===== config.mk =====
export PLATFORM = sky130hd
export DESIGN_NAME = awr_regs
export DESIGN_NICKNAME = d
export VERILOG_FILES = /design/src/rtl/awr_pkg.sv /design/src/rtl/awr_acc_if.sv /design/src/rtl/awr_accum.sv /design/src/rtl/awr_regs.sv
export SDC_FILE = /design/constraint.sdc
export NUM_CORES = 1
export LEC_CHECK = 0
export BUFFER_PORTS_ARGS = -buffer_cell sky130_fd_sc_hd__buf_2
export CAP_MARGIN = 40
export CORE_ASPECT_RATIO = 0.5
export CORE_UTILIZATION = 51
export DETAILED_ROUTE_END_ITERATION = 8
export GPL_ROUTABILITY_DRIVEN = 0
export PLACE_DENSITY = 0.83
export SYNTH_ARGS = -nofsm -noshare
export SYNTH_HDL_FRONTEND = slang
export SYNTH_SLANG_ARGS = --single-unit

===== constraint.sdc =====
create_clock -name ref_clk -period 6.7 [get_ports ref_clk]
set_clock_uncertainty 0.2 [all_clocks]
set_input_delay 0.335 -clock ref_clk [delete_from_list [all_inputs] [get_ports ref_clk]]
set_output_delay 0.335 -clock ref_clk [all_outputs]
set_load 0.05 [all_outputs]

===== src/rtl/awr_pkg.sv =====
// Shared constants and types of the converter result and window register block.
package awr_pkg;

  // ************************************************************
  // Bus and register map
  // ************************************************************
  localparam int DATA_W = 32;
  localparam int ADDR_W = 8;
  localparam int NPAIR = 4;
  localparam logic [7:0] OFS_RESULT = 8'h10;
  localparam logic [7:0] OFS_SAMPLE = 8'h14;
  localparam logic [7:0] OFS_TEMP = 8'h18;
  localparam logic [7:0] OFS_WIN_LO = 8'h1c;
  localparam logic [7:0] OFS_WIN_HI = 8'h1e;
  localparam logic [7:0] OFS_CFG = 8'h20;
  localparam logic [7:0] OFS_STATUS = 8'h21;

  // ************************************************************
  // Field positions
  // ************************************************************
  localparam int CFG_CNT_LSB = 0;
  localparam int CFG_CNT_W = 3;
  localparam int CFG_LEFT_BIT = 4;
  localparam int CFG_WATCH_BIT = 5;
  localparam int ST_ABOVE_BIT = 0;
  localparam int ST_BELOW_BIT = 1;
  localparam int ST_INSIDE_BIT = 2;
  localparam int ST_RDY_BIT = 3;
  localparam logic [7:0] CFG_WR_MASK = 8'h37;

  // ************************************************************
  // Reset values and counts
  // ************************************************************
  localparam logic [15:0] RST_WORD = 16'h0000;
  localparam logic [7:0] RST_BYTE = 8'h00;
  localparam logic [2:0] CNT_MAX_SEL = 3'h6;
  localparam int RAW_W_DEF = 10;
  localparam int CNT_W = 7;

  // ************************************************************
  // Types
  // ************************************************************
  typedef enum logic [1:0] {PAIR_RESULT, PAIR_SAMPLE, PAIR_WIN_LO, PAIR_WIN_HI} awr_pair_t;
  typedef enum logic {BUS_IDLE, BUS_ANS} awr_bus_state_t;
  typedef enum logic {ACC_IDLE, ACC_RUN} awr_acc_state_t;

endpackage : awr_pkg


===== src/rtl/awr_acc_if.sv =====
// Link between the register block and its sample accumulator.
`timescale 1ns/10ps
`default_nettype none
interface awr_acc_if #(parameter int RAW_W = 10);
  logic [2:0] count_sel;
  logic left_align;
  logic raw_valid;
  logic [RAW_W-1:0] raw;
  logic [15:0] sample_word;
  logic sample_upd;
  logic [15:0] result_word;
  logic result_upd;

  modport regs (output count_sel, left_align, raw_valid, raw,
                input sample_word, sample_upd, result_word, result_upd);
  modport accum (input count_sel, left_align, raw_valid, raw,
                 output sample_word, sample_upd, result_word, result_upd);
endinterface : awr_acc_if
`default_nettype wire


===== src/rtl/awr_accum.sv =====
// Sample alignment and accumulation engine feeding the register block.
`timescale 1ns/10ps
`default_nettype none
module awr_accum (
  // Clock and reset.
  input wire logic ref_clk,
  input wire logic nrst,
  // Link to the register block.
  awr_acc_if.accum acc
);
  import awr_pkg::*;

  localparam int RW = $bits(acc.raw);

  awr_acc_state_t state_r, state_nxt;
  logic [CNT_W-1:0] cnt_r, cnt_nxt;
  logic [CNT_W-1:0] target_r, target_nxt;
  logic [15:0] sum_r, sum_nxt;
  logic [15:0] sample_r, result_r;
  logic sample_upd_r, result_upd_r;
  logic [15:0] aligned;
  logic [CNT_W-1:0] sel_target;
  logic done;

  // Aligned form of the newest raw sample.
  assign aligned = acc.left_align ? {acc.raw, {(16-RW){1'b0}}} : 16'(acc.raw);
  // Reserved count codes fall back to a single sample.
  assign sel_target = (acc.count_sel > CNT_MAX_SEL) ? CNT_W'(1) : CNT_W'(1) << acc.count_sel;

  // Accumulation sequence; the count is latched at the first sample so a change mid-run cannot tear it.
  always_comb begin
    state_nxt = state_r;
    cnt_nxt = cnt_r;
    target_nxt = target_r;
    sum_nxt = sum_r;
    done = 1'b0;
    case (state_r)
      ACC_IDLE: begin
        if (acc.raw_valid) begin
          target_nxt = sel_target;
          sum_nxt = 16'(acc.raw);
          cnt_nxt = CNT_W'(1);
          done = (sel_target == CNT_W'(1));
          state_nxt = done ? ACC_IDLE : ACC_RUN;
        end
      end
      ACC_RUN: begin
        if (acc.raw_valid) begin
          sum_nxt = sum_r + 16'(acc.raw);
          cnt_nxt = cnt_r + CNT_W'(1);
          done = (cnt_nxt == target_r);
          state_nxt = done ? ACC_IDLE : ACC_RUN;
        end
      end
      default: begin
        state_nxt = ACC_IDLE;
      end
    endcase
  end

  // State and sum registers.
  always_ff @(posedge ref_clk or negedge nrst) begin
    if (!nrst) begin
      state_r <= ACC_IDLE;
      cnt_r <= '0;
      target_r <= CNT_W'(1);
      sum_r <= RST_WORD;
    end else begin
      state_r <= state_nxt;
      cnt_r <= cnt_nxt;
      target_r <= target_nxt;
      sum_r <= sum_nxt;
    end
  end

  // Newest sample always published; result only once the whole run is summed.
  always_ff @(posedge ref_clk or negedge nrst) begin
    if (!nrst) begin
      sample_r <= RST_WORD;
      result_r <= RST_WORD;
      sample_upd_r <= 1'b0;
      result_upd_r <= 1'b0;
    end else begin
      sample_upd_r <= acc.raw_valid;
      result_upd_r <= done;
      if (acc.raw_valid) begin
        sample_r <= aligned;
      end
      if (done) begin
        result_r <= (target_nxt == CNT_W'(1)) ? aligned : sum_nxt;
      end
    end
  end

  assign acc.sample_word = sample_r;
  assign acc.sample_upd = sample_upd_r;
  assign acc.result_word = result_r;
  assign acc.result_upd = result_upd_r;

endmodule : awr_accum
`default_nettype wire


===== src/rtl/awr_regs.sv =====
// Converter result, sample, byte latch and window threshold registers on Avalon-MM.
//
// What this block does
// - Sample held as low/high byte pair.
// - One byte latch serves all 16-bit pairs.
// - Byte latch directly readable and writable.
// - Sixteen-bit lower window threshold byte pair.
// - Sixteen-bit upper window threshold byte pair.
// - Accumulated result compared only when final.
// - Result low byte holds result bits 7:0.
// - Sample, latch and thresholds reset zero.
// - Accumulate 1..64 samples; newest sample kept.
// - Left-align sample, and single-sample result, when alignment bit set.
`timescale 1ns/10ps
`default_nettype none
module awr_regs #(
  parameter int RAW_W = awr_pkg::RAW_W_DEF
) (
  // Clock and reset.
  input wire logic ref_clk,
  input wire logic nrst,
  // Avalon-MM slave.
  input wire logic [awr_pkg::ADDR_W-1:0] avs_address,
  input wire logic avs_read,
  input wire logic avs_write,
  input wire logic [awr_pkg::DATA_W-1:0] avs_writedata,
  input wire logic [3:0] avs_byteenable,
  output logic [awr_pkg::DATA_W-1:0] avs_readdata,
  output logic avs_waitrequest,
  // Converter core, same clock.
  input wire logic conv_valid,
  input wire logic [RAW_W-1:0] conv_raw,
  // Window comparator and result status.
  output logic result_ready,
  output logic window_upd,
  output logic win_above,
  output logic win_below,
  output logic win_inside
);
  import awr_pkg::*;

  // ************************************************************
  // Address decoding helpers
  // ************************************************************

  // Pairs start on even addresses, so address bit 0 alone picks the byte within a pair.
  // True when the address falls on one byte of a 16-bit pair.
  function automatic logic is_pair(input logic [ADDR_W-1:0] a);
    logic [ADDR_W-1:0] base;
    base = {a[ADDR_W-1:1], 1'b0};
    return (base == OFS_RESULT) || (base == OFS_SAMPLE) || (base == OFS_WIN_LO) || (base == OFS_WIN_HI);
  endfunction : is_pair

  // Which pair the address selects; only meaningful when is_pair holds.
  function automatic awr_pair_t pair_idx(input logic [ADDR_W-1:0] a);
    logic [ADDR_W-1:0] base;
    awr_pair_t p;
    base = {a[ADDR_W-1:1], 1'b0};
    p = PAIR_RESULT;
    if (base == OFS_SAMPLE) begin
      p = PAIR_SAMPLE;
    end else if (base == OFS_WIN_LO) begin
      p = PAIR_WIN_LO;
    end else if (base == OFS_WIN_HI) begin
      p = PAIR_WIN_HI;
    end
    return p;
  endfunction : pair_idx

  // ************************************************************
  // Bus handshake
  // ************************************************************
  awr_bus_state_t bus_r, bus_nxt;
  logic req;
  logic go;
  logic wr_go;
  logic rd_go;

  // Every access answers in its second cycle; the extra cycle lets read data come from a flop.
  // A write with byte lane 0 off, or to an unmapped address, is still answered but changes nothing.
  assign req = avs_read | avs_write;
  assign avs_waitrequest = req & (bus_r == BUS_IDLE);
  assign go = req & (bus_r == BUS_ANS);
  assign wr_go = go & avs_write & avs_byteenable[0];
  assign rd_go = go & avs_read;

  // Two-state answer sequencer.
  always_comb begin
    bus_nxt = bus_r;
    case (bus_r)
      BUS_IDLE: begin
        if (req) begin
          bus_nxt = BUS_ANS;
        end
      end
      BUS_ANS: begin
        bus_nxt = BUS_IDLE;
      end
      default: begin
        bus_nxt = BUS_IDLE;
      end
    endcase
  end

  // Sequencer state register.
  always_ff @(posedge ref_clk or negedge nrst) begin
    if (!nrst) begin
      bus_r <= BUS_IDLE;
    end else begin
      bus_r <= bus_nxt;
    end
  end

  // ************************************************************
  // Accumulator link
  // ************************************************************
  awr_acc_if #(.RAW_W(RAW_W)) acc ();
  logic [7:0] cfg_r;

  assign acc.count_sel = cfg_r[CFG_CNT_LSB +: CFG_CNT_W];
  assign acc.left_align = cfg_r[CFG_LEFT_BIT];
  assign acc.raw_valid = conv_valid;
  assign acc.raw = conv_raw;

  awr_accum u_accum (
    .ref_clk(ref_clk),
    .nrst(nrst),
    .acc(acc)
  );

  // ************************************************************
  // Decoded write and read strobes
  // ************************************************************
  logic addr_pair;
  logic addr_hi;
  awr_pair_t addr_idx;
  logic pair_wr_lo;
  logic pair_wr_hi;
  logic pair_rd_lo;
  logic temp_wr;
  logic cfg_wr;
  logic status_wr;
  logic [7:0] wbyte;

  assign addr_pair = is_pair(avs_address);
  assign addr_idx = pair_idx(avs_address);
  assign addr_hi = avs_address[0];
  assign wbyte = avs_writedata[7:0];
  assign pair_wr_lo = wr_go & addr_pair & ~addr_hi;
  assign pair_wr_hi = wr_go & addr_pair & addr_hi;
  assign pair_rd_lo = rd_go & addr_pair & ~addr_hi;
  assign temp_wr = wr_go & (avs_address == OFS_TEMP);
  assign cfg_wr = wr_go & (avs_address == OFS_CFG);
  assign status_wr = wr_go & (avs_address == OFS_STATUS);

  // ************************************************************
  // Sixteen-bit register pairs
  // ************************************************************
  logic [15:0] pair_r [NPAIR];
  logic [15:0] hw_val [NPAIR];
  logic [NPAIR-1:0] hw_upd;
  logic [7:0] temp_r;

  // Only result and sample are refreshed by the converter; thresholds belong to software.
  // Their hardware inputs are tied off, so nothing but a bus commit can move them.
  assign hw_val[PAIR_RESULT] = acc.result_word;
  assign hw_val[PAIR_SAMPLE] = acc.sample_word;
  assign hw_val[PAIR_WIN_LO] = RST_WORD;
  assign hw_val[PAIR_WIN_HI] = RST_WORD;
  assign hw_upd = {1'b0, 1'b0, acc.sample_upd, acc.result_upd};

  // One pair register per slot; the high-byte write commits the latched low byte with it.
  // A software commit wins over a converter update in the same cycle, so a test write is not lost.
  for (genvar gi = 0; gi < NPAIR; gi++) begin : g_pair
    logic commit;
    assign commit = pair_wr_hi & (addr_idx == awr_pair_t'(gi));
    always_ff @(posedge ref_clk or negedge nrst) begin
      if (!nrst) begin
        pair_r[gi] <= RST_WORD;
      end else if (commit) begin
        pair_r[gi] <= {wbyte, temp_r};
      end else if (hw_upd[gi]) begin
        pair_r[gi] <= hw_val[gi];
      end
    end
  end

  // Shared byte latch: low-byte writes park data here, low-byte reads park the high byte here.
  // Only one access is on the bus at a time, so the priority order below is never contested.
  always_ff @(posedge ref_clk or negedge nrst) begin
    if (!nrst) begin
      temp_r <= RST_BYTE;
    end else if (temp_wr) begin
      temp_r <= wbyte;
    end else if (pair_wr_lo) begin
      temp_r <= wbyte;
    end else if (pair_rd_lo) begin
      temp_r <= pair_r[addr_idx][15:8];
    end
  end

  // ************************************************************
  // Configuration
  // ************************************************************

  // Count select, alignment and which value the window watches.
  // Reserved bits are masked on write so they always read back as zero.
  always_ff @(posedge ref_clk or negedge nrst) begin
    if (!nrst) begin
      cfg_r <= RST_BYTE;
    end else if (cfg_wr) begin
      cfg_r <= wbyte & CFG_WR_MASK;
    end
  end

  // ************************************************************
  // Window comparator
  // ************************************************************
  logic watch_sample;
  logic watch_upd;
  logic [15:0] watch_val;
  logic cmp_above;
  logic cmp_below;
  logic above_r, below_r, inside_r, wupd_r, rdy_pulse_r, rdy_r;

  // The compare uses the freshly produced word, so a same-cycle threshold write is seen next time.
  // Inverted thresholds are not refused: a value between them reports above and below together,
  // which software can use to spot a bad setup.
  assign watch_sample = cfg_r[CFG_WATCH_BIT];
  assign watch_upd = watch_sample ? acc.sample_upd : acc.result_upd;
  assign watch_val = watch_sample ? acc.sample_word : acc.result_word;
  assign cmp_above = watch_val > pair_r[PAIR_WIN_HI];
  assign cmp_below = watch_val < pair_r[PAIR_WIN_LO];

  // Comparator flags hold until the next watched update.
  always_ff @(posedge ref_clk or negedge nrst) begin
    if (!nrst) begin
      above_r <= 1'b0;
      below_r <= 1'b0;
      inside_r <= 1'b0;
      wupd_r <= 1'b0;
    end else begin
      wupd_r <= watch_upd;
      if (watch_upd) begin
        above_r <= cmp_above;
        below_r <= cmp_below;
        inside_r <= ~cmp_above & ~cmp_below;
      end
    end
  end

  // Sticky result-ready flag, cleared by writing one; a new result in the clear cycle wins.
  // The pulse output trails the update by one cycle, so it lines up with the refreshed flags.
  always_ff @(posedge ref_clk or negedge nrst) begin
    if (!nrst) begin
      rdy_r <= 1'b0;
      rdy_pulse_r <= 1'b0;
    end else begin
      rdy_pulse_r <= acc.result_upd;
      if (acc.result_upd) begin
        rdy_r <= 1'b1;
      end else if (status_wr & wbyte[ST_RDY_BIT]) begin
        rdy_r <= 1'b0;
      end
    end
  end

  assign result_ready = rdy_pulse_r;
  assign window_upd = wupd_r;
  assign win_above = above_r;
  assign win_below = below_r;
  assign win_inside = inside_r;

  // ************************************************************
  // Read path
  // ************************************************************
  logic [7:0] status_byte;
  logic [7:0] rd_byte;
  logic [DATA_W-1:0] rdata_r;

  assign status_byte = {4'h0, rdy_r, inside_r, below_r, above_r};
  // High bytes of a pair return the latch, which the preceding low-byte read filled.
  // Anything not decoded reads as zero, so software can probe the map safely.
  assign rd_byte = addr_pair ? (addr_hi ? temp_r : pair_r[addr_idx][7:0]) :
                   (avs_address == OFS_TEMP) ? temp_r :
                   (avs_address == OFS_CFG) ? cfg_r :
                   (avs_address == OFS_STATUS) ? status_byte : 8'h00;

  // Read data is captured in the waiting cycle so it stands when waitrequest drops.
  always_ff @(posedge ref_clk or negedge nrst) begin
    if (!nrst) begin
      rdata_r <= '0;
    end else if (avs_read & (bus_r == BUS_IDLE)) begin
      rdata_r <= {24'h000000, rd_byte};
    end
  end

  assign avs_readdata = rdata_r;

endmodule : awr_regs
`default_nettype wire


# --- Word-level counts from Yosys, hierarchy flattened ---
# Cells that the tools add are included.
totals:
  inputBits: 59
  wordCells: 123
  register_bits: 157
  out_inout_bits: 38
op_classes:
  n_addsub: 2
  n_shift: 1
  n_eq_ne: 15
  order_cmp: 4
  n_mux: 43
  n_bitwise: 27
  n_reduce_logical: 9
op_table:
  columns: ["cell", "count"]
  rows:
  - ["2-to-1 mux 16 bit", 11]
  - ["2-to-1 mux 8 bit", 6]
  - ["2-to-1 mux 7 bit", 5]
  - ["binary-select mux 16 bit (select 2 bit)", 1]
  - ["one-hot mux 16 bit (2 select lines)", 1]
  - ["== test 7 x 4 -> 1 bit (second input constant)", 4]
  - ["bitwise AND 1 bit", 20]
  - ["adder 16 x 10 -> 16 bit", 1]
  - ["== test 8 x 6 -> 1 bit (second input constant)", 2]
  - ["greater-than comparator 16 bit", 1]
  - ["less-than comparator 16 bit", 1]
  - ["== test 7 x 1 -> 1 bit (second input constant)", 2]
  - ["one-hot mux 7 bit (2 select lines)", 1]
  - ["2-to-1 mux 1 bit", 10]
  - ["== test 8 x 5 -> 1 bit (second input constant)", 1]
  - ["adder 7 x 1 -> 7 bit (second input constant)", 1]
  - ["== test 7 bit", 1]
  - ["<< shifter 1 x 3 -> 7 bit (first input constant)", 1]
  - ["2-to-1 mux 2 bit", 3]
  - ["2-to-1 mux 6 bit", 1]
  - ["one-hot mux 1 bit (2 select lines)", 3]
  - ["nonzero test 2 bit", 3]
  - ["inverter 1 bit", 5]
  - ["== test 2 bit (second input constant)", 2]
  - ["other kinds (11)", 14]

# --- Longest topological paths before layout ---
# Gate-level depths: netlist of the first run.
depth:
  depth_word: 11
  ltp_mapped: 11

# --- By module ---
# From an unflattened synthesis of the first run, not the netlist that was laid out.
hier_totals:
  cells_unflattened: 998
  area_unflattened_um2: 9520.4
by_module_without_submodules:
  columns: ["mod", "n_inst", "cells_each", "area_each_um2"]
  rows:
  - ["awr_regs", 1, 593, 5746.8]
  - ["awr_accum", 1, 405, 3773.6]

# --- Least setup slack after synthesis of the first run ---
# OpenSTA, ideal clock, no wires.
synth_path:
  path_kind: "reg2reg"
  start: "register cfg_r[5]"
  end: "register inside_r (netlist: win_inside)"
  setup_slack_ns: 3.685
  n_path_buf: 2
  path_stages_with_launch: 11
  t_arrival_ns: 2.749
  setup_time_ns: 0.066
  path_cell_list: "dfrtp_1 buf_1 clkbuf_1 o21ai_0 ha_1 and3_1 a221o_1 a221oi_1 nand2_1 o21ai_0 o221a_2"
synth_via:
  elab_chain_len: 4
synth_rtl:
  columns: ["element", "line_no", "rtl"]
  rows:
  - ["start, declared", "awr_regs.sv:118", "logic [7:0] cfg_r;"]
  - ["start signal, assigned", "awr_regs.sv:212", "cfg_r <= wbyte & CFG_WR_MASK;"]
  - ["2-to-1 mux 16 bit", "awr_regs.sv:231", "assign watch_val = watch_sample ? acc.sample_word : acc.result_word;"]
  - ["greater-than comparator 16 bit or less-than comparator 16 bit (tied branches)", "awr_regs.sv:232, awr_regs.sv:233", null]
  - ["inverter 1 bit", "awr_regs.sv:247", "inside_r <= ~cmp_above & ~cmp_below;"]
  - ["bitwise AND 1 bit", "awr_regs.sv:247", null]
  - ["end signal, assigned", "awr_regs.sv:247", null]
  - ["end, declared", "awr_regs.sv:224", "logic above_r, below_r, inside_r, wupd_r, rdy_pulse_r, rdy_r;"]
# Parallel ways exist; a longest one is shown, timed or not.
# A chain may end at the register's enable or synchronous reset.

# --- Worst setup path in the final report of the first run ---
# Ends and elaborated chain as after synthesis.

==> results of run 1 <==
-- state kept, by name, summed over array words and instances (netlist names) --
register,flops
avs_readdata,8
bus_r,1
cfg_r,5
pair_r,64
rdy_r,1
result_ready,1
temp_r,8
u_accum.acc.result_upd,1
u_accum.acc.result_word,16
u_accum.acc.sample_upd,1
u_accum.acc.sample_word,16
u_accum.cnt_r,7
u_accum.state_r,1
u_accum.sum_r,16
u_accum.target_r,7
win_above,1
win_below,1
win_inside,1
window_upd,1
-- cell type report --
type,count,area [um^2],share of cell area (%)
timing repair buffer,61,413,4.06
clock inverter,15,174,1.71
sequential,157,3930,38.7
inverter,56,210,2.07
multi-input combinational,709,4720,46.4
clock buffer,17,425,4.19
tap,234,293,2.88
-- worst max-delay path, stage by stage (launching register included) --
cell and delay (ps):
dfrtp_1 900, o21ai_0 420, ha_1 400, and3_1 180
a221o_1 340, a221oi_1 410, nand2_1 100, o21ai_0 250
o221a_2 220
-- Yosys cell counts (2+ instances only) --
| cell type | n |
|---|---|
| dfrtp_1 | 156 |
| nand2_1 | 100 |
| a21oi_1 | 86 |
| nor2_1 | 73 |
| o21ai_0 | 72 |
| mux2i_1 | 62 |
| inv_1 | 55 |
| ha_1 | 42 |
| mux2_2 | 38 |
| buf_4 | 25 |
| clkbuf_1 | 25 |
| nand3_1 | 23 |
| a31oi_1 | 14 |
| a21o_1 | 12 |
| buf_1 | 11 |
| nand4_1 | 11 |
| nor2b_1 | 11 |
| xnor2_1 | 11 |
| a22oi_1 | 10 |
| and3_1 | 10 |
| o211ai_1 | 10 |
| buf_2 | 9 |
| nor3_1 | 7 |
| a221oi_1 | 6 |
| o21a_1 | 5 |
| xor2_1 | 5 |
| a222oi_1 | 4 |
| nand2b_1 | 4 |
| o211a_1 | 4 |
| o221ai_1 | 4 |
| o2bb2ai_1 | 4 |
| a211oi_1 | 3 |
| a22o_1 | 3 |
| and2_1 | 3 |
| and4_1 | 3 |
| nor3b_1 | 3 |
| o41ai_1 | 3 |
| a221o_1 | 2 |
| a31o_2 | 2 |
| a41oi_1 | 2 |
| buf_6 | 2 |
| o22a_1 | 2 |
| o31ai_1 | 2 |
| or2_2 | 2 |
-- cells in the final DEF (no fill, tap or decap), drive strengths merged, types with 5 or more instances in the layout --
master	instances
dfrtp	156
o211ai	10
nor3	7
and3	10
ha	42
xor2	5
inv	63
nand3	24
o21a	5
a21o	12
nand2	100
o21ai	73
clkbuf	17
a31oi	14
nor2b	11
xnor2	11
a221oi	6
a21oi	87
conb	24
nor2	74
nand4	11
buf	58
clkinv	5
a22oi	10
mux2	38
mux2i	62
-- path summary, 6_finish.rpt --
check / startpoint / to / cells after the start
setup / recovery: cfg_r[5] / win_inside / 8
hold / removal: avs_writedata[6] / pair_r[30] / 3
setup reg to reg: cfg_r[5] / win_inside / 8
hold reg to reg: avs_readdata[7] / avs_readdata[7] / 2
max in group asynchronous: nrst / u_accum.target_r[0] / 4
min in group asynchronous: nrst / avs_readdata[0] / 2
-- where the power goes --
group	switching [W]	internal (W)
Sequential	0.000197	0.00114
Combinational	0.000734	0.000497
Clock	0.000438	0.000562
-- per-layer routing --
layer	up-vias	routed length [um]	track usage, %
met3	59	2320	5.88
li1	3505	-	-
met5	-	0	0
met2	422	10600	40.5
met1	3724	10500	39.7
met4	0	595	8.36
-- cell families (layout without fill, tap and decap cells) --
logic type,after synthesis,count (layout)
AO/OA/AOI/OAI,264,264
XOR/XNOR,16,16
adder cells (fa/ha/maj),43,43
buffers and inverters,128,149
flip-flops,157,157
multiplexers,100,100
other,1,24
AND/OR/NAND/NOR,262,262
-- through the flow --
step / cell area (um^2) / total power, W / worst slack (ps) / utilization [%] / hold slack, ps
6_report: 10200 / 0.00356 / 3200 / 58.1 / 0.425
5_1_grt: 10200 / 0.00375 / 3080 / 58.1 / 14.9
4_1_cts: 10200 / 0.00353 / 3250 / 58.1 / 0.946
3_5_place_dp: 9540 / 0.00252 / 3260 / 54.5 / 191
3_3_place_gp: 9430 / 0.00245 / 2960 / 53.9 / 184
2_1_floorplan: 9250 / 0.00220 / 3690 / - / -161
-- what timing repair did --
action / in CTS / in global routing
hold buffers: 3 / 0
hold endpoints to repair: 73 / 0
buffers inserted: 0 / 0
setup endpoints to repair: 0 / 0
==> results.toml, run 1 <==
[hold_path]
hp-class = "primary input to register"

[yosys]
synthAdderAreaFrac_pct = 5.96
ys_seq_elements = 157
ys_top_cells_by_area = "dfrtp_1 (43%), mux2i_1 (6.8%), ha_1 (5.7%), a21oi_1 (4.7%), mux2_2 (4.7%)"
synth_warnings = 0
synth_mux_area_share_pct = 11.4
synth_compound_area_share_pct = 18.1
postSynth.asyncResetShare_pct = 100
netlist_area_um2 = 9160
ys_seq_area_share_pct = 42.9
synth_top_family_by_area = "compound AO/OA/AOI/OAI gates"
ys.flop_type = "dfrtp_1"
synth_top_cell_by_area = "dfrtp_1"
synth_xor_area_share_pct = 1.53
ys_types = 74
syn_avg_cell_area_um2 = 9.43
synth_top_area_share_pct = 42.6
postSynthCellCount = 971
synth-simple-area-share_pct = 13.5
synth_edf_count = 0

[timing]
fmax_mhz = 286
setup_viol = 0
post-route-min-period_ps = 3500
rsz0062_at_grt = "no"
hold_viol_final = 0
relSlewSlack_pct = 40.6
min_period_over_period_pct = 52.2
setup_tns_ps = 0
drv_slew = 0
tightest_slew_ps = 892

[clock_tree]
htreeDepth = 4
clkLatencyLatePin_ps = 430
clkSlewWorstSetupHoldPaths_ps = 70
cts.repair.resized = 0
cts_tree = "yes"
cts_buffers = 17
cts.path.max_buffers = 2
cts_root_buf = "clkbuf_16"
clkSinkCount = 157

[cells_and_area]
layout.nets = 1104
drive_gt1_share_pct = 14.3
antenna_cells = 0
finalNonFillerCells = 1249
syn2layout_area_growth_pct = 11.0
fillers = 1370

[global_route]
grt_max_degree = 73
antenna_found_initial = 1
grt_pass1_vias = 7347
gr-usage-all-layers_pct = 27.2
grt-ovfl-total = 0
grt_pass1_wl_um = 39300

[drt]
avgRoutedWirePerCell_um = 19.2
ant_nets = 0
vias = 7710
vias_per_cell = 6.17
totalWireLength_um = 24000
dr.pass1.iters = 8
drc_errors = 0
first_iter_violations = 961

[critical_path]
critPathMaxFanout = 21
cp-end-kind = "register"
crit_type = "register to register"
worstPathRequired_ps = 6870
r2r_slack_ps = 3200
critPathArrivalTime_ps = 3660
start_kind = "register"

[placement]
numPlacedInstances = 1214
io_buffers = 45
dp_hpwl_um = 16700

[floorplan]
fp-row-count = 34
dieArea_um2 = 18500
die_x_um = 192
floorplan.initialDensity_pct = 52.4
design.core.area_um2 = 17500
die_h_um = 96.8
ioPinCount = 97

[flow_run]
maxCapViolations = 0

[status]
status = "finished, final reports clean"

[pwr]
p_leak_nw = 4.75
vdd_ir_drop_max_mv = 0.208
powerDensity_nw_per_um2 = 351
Note: power is estimated with default switching activity, not from simulation.
==> run 2, diff against run 1 <==
--- a/config.mk
+++ b/config.mk
@@ -5,6 +5,7 @@
 export SDC_FILE = /design/constraint.sdc
 export NUM_CORES = 1
 export LEC_CHECK = 0
+export ABC_AREA = 1
 export BUFFER_PORTS_ARGS = -buffer_cell sky130_fd_sc_hd__buf_2
 export CAP_MARGIN = 40
 export CORE_ASPECT_RATIO = 0.5
==> constraint.sdc (replaced) <==
create_clock -name ref_clk -period 3.37 [get_ports ref_clk]
set_clock_uncertainty 0.2 [all_clocks]
set_input_delay 0.1685 -clock ref_clk [delete_from_list [all_inputs] [get_ports ref_clk]]
set_output_delay 0.1685 -clock ref_clk [all_outputs]
set_load 0.05 [all_outputs]
==> run 2 against run 1 <==
Cell count rose by 27%; utilization rose by 2.4 points; die area rose by 3.7%; global-route usage rose by 1.7 points; first-iteration DRC count rose by 32%; critical endpoint unchanged; largest power group is now combinational logic.
==> results.toml, run 2 <==
[clock_tree]
cts.path.max_buffers = 2
cts_buffers = 17
cts.repair.resized = 0
clkLatencyLatePin_ps = 430
htreeDepth = 4
cts_root_buf = "clkbuf_16"
clkSinkCount = 157
cts_tree = "yes"
clkSlewWorstSetupHoldPaths_ps = 60

[cells_and_area]
fin_util_pct = 60.6
syn2layout_area_growth_pct = 13.4
regArea_um2 = 3930
final_common_cell = "nand2_1"
antenna_cells = 0
largest_register = "pair_r"
drive_gt1_share_pct = 9.69
multi_input_area_um2 = 4570
final_cell_mix = "nand2_1 (359), inv_1 (167), dfrtp_1 (156)"
fin_area_um2 = 10800
layout.nets = 1441
largest_register_ffs = 64
fillers = 1480
finalNonFillerCells = 1586

[yosys]
synth_warnings = 0
ys_seq_area_share_pct = 41.4
ys_types = 50
postSynth.asyncResetShare_pct = 100
synth_common_cells = "nand2_1 (359), inv_1 (167), dfrtp_1 (156), nand3_1 (100), nor2_1 (58)"
ys.flop_type = "dfrtp_1"
synth_top_cell_by_area = "dfrtp_1"
ys_top_cells_by_area = "dfrtp_1 (41%), nand2_1 (14%), inv_1 (6.6%), ha_1 (5.5%), nand3_1 (5.3%)"
postSynthCellCount = 1272
synth_top_area_share_pct = 41.1
synth.most_common_cell = "nand2_1"
netlist_area_um2 = 9500
ys_seq_elements = 157
syn_avg_cell_area_um2 = 7.47
synth_edf_count = 0

[floorplan]
dieArea_um2 = 19200
design.core.area_um2 = 17800
die_x_um = 195
die_h_um = 98.5
floorplan.initialDensity_pct = 53.4
ioPinCount = 97
fp-row-count = 34

[global_route]
grt_pass1_vias = 8826
grt_max_degree = 91
grt-ovfl-total = 0
antenna_found_initial = 0
grt_pass1_wl_um = 43900
gr-usage-all-layers_pct = 28.9

[timing]
min_period_over_period_pct = 78.8
rsz0062_at_grt = "no"
setup_viol = 0
fin_ws_ps = 713
post-route-min-period_ps = 2660
tightest_slew_ps = 809
hold_viol_final = 0
relSlewSlack_pct = 46.0
setup_tns_ps = 0
drv_slew = 0
fmax_mhz = 376

[hold_path]
hp-class = "primary input to register"
whs_path_depth = 4
min_to = "avs_readdata[6]"
min_from = "avs_address[0]"

[placement]
io_buffers = 45
place_area_um2 = 9850
numPlacedInstances = 1521
place_worst_setup_slack_ps = 488
dp_hpwl_um = 19000

[drt]
vias_per_cell = 5.84
vias = 9265
avgRoutedWirePerCell_um = 16.8
ant_nets = 0
first_iter_violations = 1268
dr.pass1.iters = 6
drc_errors = 0
totalWireLength_um = 26600

[critical_path]
critPathBufInv = 1
cp-end-kind = "register"
r2r_end = "win_inside"
start_kind = "register"
cpPeakStageDelay_ps = 680
critPathMaxFanout = 17
cpMaxStageDelayCell = "o21ai_0"
timing.rr.start = "cfg_r[5]"
critPathTopFamily = "compound AO/OA/AOI/OAI gates"
crit_path_frequent_cell = "nand2_1"
r2r_slack_ps = 710
worstPathRequired_ps = 3490
r2r_cells = 11
critPathArrivalTime_ps = 2780
crit_type = "register to register"
cp_cell_sequence = "inv_1, o21ai_0, ha_1, a21oi_1, nor2_1, a211oi_1, nand2_1, nand2_1, nand2_1, nand2_1, nand2_1"
setup.worst_path.start = "cfg_r[5]"

[flow_run]
maxCapViolations = 0

[pwr]
vdd_ir_drop_max_mv = 0.465
p_leak_nw = 5.39
powerDensity_nw_per_um2 = 635

[status]
status = "finished, final reports clean"
==> run 2: logic make-up (layout without fill, tap and decap cells) <==
logic type      Yosys count  in the layout  share of synthesized area [%]
fa+ha+maj                43             43                           5.74
flops                   157            157                           41.4
buf+inv                 249            306                           11.5
other cells               1             24                         0.0395
compound gates          238            238                           14.6
xor+xnor                  5              5                          0.461
simple gates            579            579                           26.4
==> run 2: tightest hold or removal path, delay by kind of cell <==
kind	cells	cell delay (ps)
and+or+nand+nor	1	70
AOI/OAI and AO/OA	2	230
buffers and inverters	1	180
==> run 2: area by class of cell <==
cell class | count | area share [%]
clock buffers | 20 | 4.24
clock inverters | 12 | 1.28
repair buffers | 93 | 6.54
flip-flops and latches | 157 | 36.5
inverters | 181 | 6.33
multi-input cells | 889 | 42.4
well taps | 234 | 2.72
==> run 2: worst max-delay path by stage <==
stage                                             end  slack [ps]  cells past startpoint
after detailed placement                   pair_r[23]         490                     12
final                                      win_inside         710                     11
after global routing                       win_inside         530                     11
after floorplan                            win_inside        1140                     10
after global placement                      temp_r[3]         570                     12
after CTS                 u_accum.acc.result_word[12]         810                     13
==> run 2: layer usage <==
metal | global-route usage [%] | part of all wire (%) | wire length [um] | vias up
li1 | - | - | - | 4268
met1 | 39.7 | 43 | 11400 | 4363
met2 | 45.1 | 44 | 11600 | 549
met3 | 6.19 | 11 | 2810 | 85
met4 | 11.5 | 2.8 | 754 | 0
met5 | 0 | 0 | 0 | -
==> run 2: stage by stage <==
| step | total power [W] | hold slack, ps |
|---|---|---|
| after CTS | 0.00677 | 31.1 |
| after detailed placement | 0.00479 | -242 |
| after floorplan | 0.00417 | -327 |
| after global routing | 0.00723 | 67.8 |
| after global placement | 0.00469 | 107 |
| final | 0.00683 | 59.8 |
==> run 2: power by group <==
group / internal, W / leakage (nW) / total, W / switching, W
Combinational: 0.000804 / 3.06 / 0.00247 / 0.00167
Clock: 0.00114 / 0.287 / 0.00196 / 0.000820
Sequential: 0.00219 / 2.04 / 0.00241 / 0.000221
Total: 0.00413 / 5.39 / 0.00683 / 0.00271
==> run 2: timing repair <==
action,4_1_cts,5_1_grt
hold buffers,32,0
hold endpoints to repair,156,0
buffers inserted,0,0
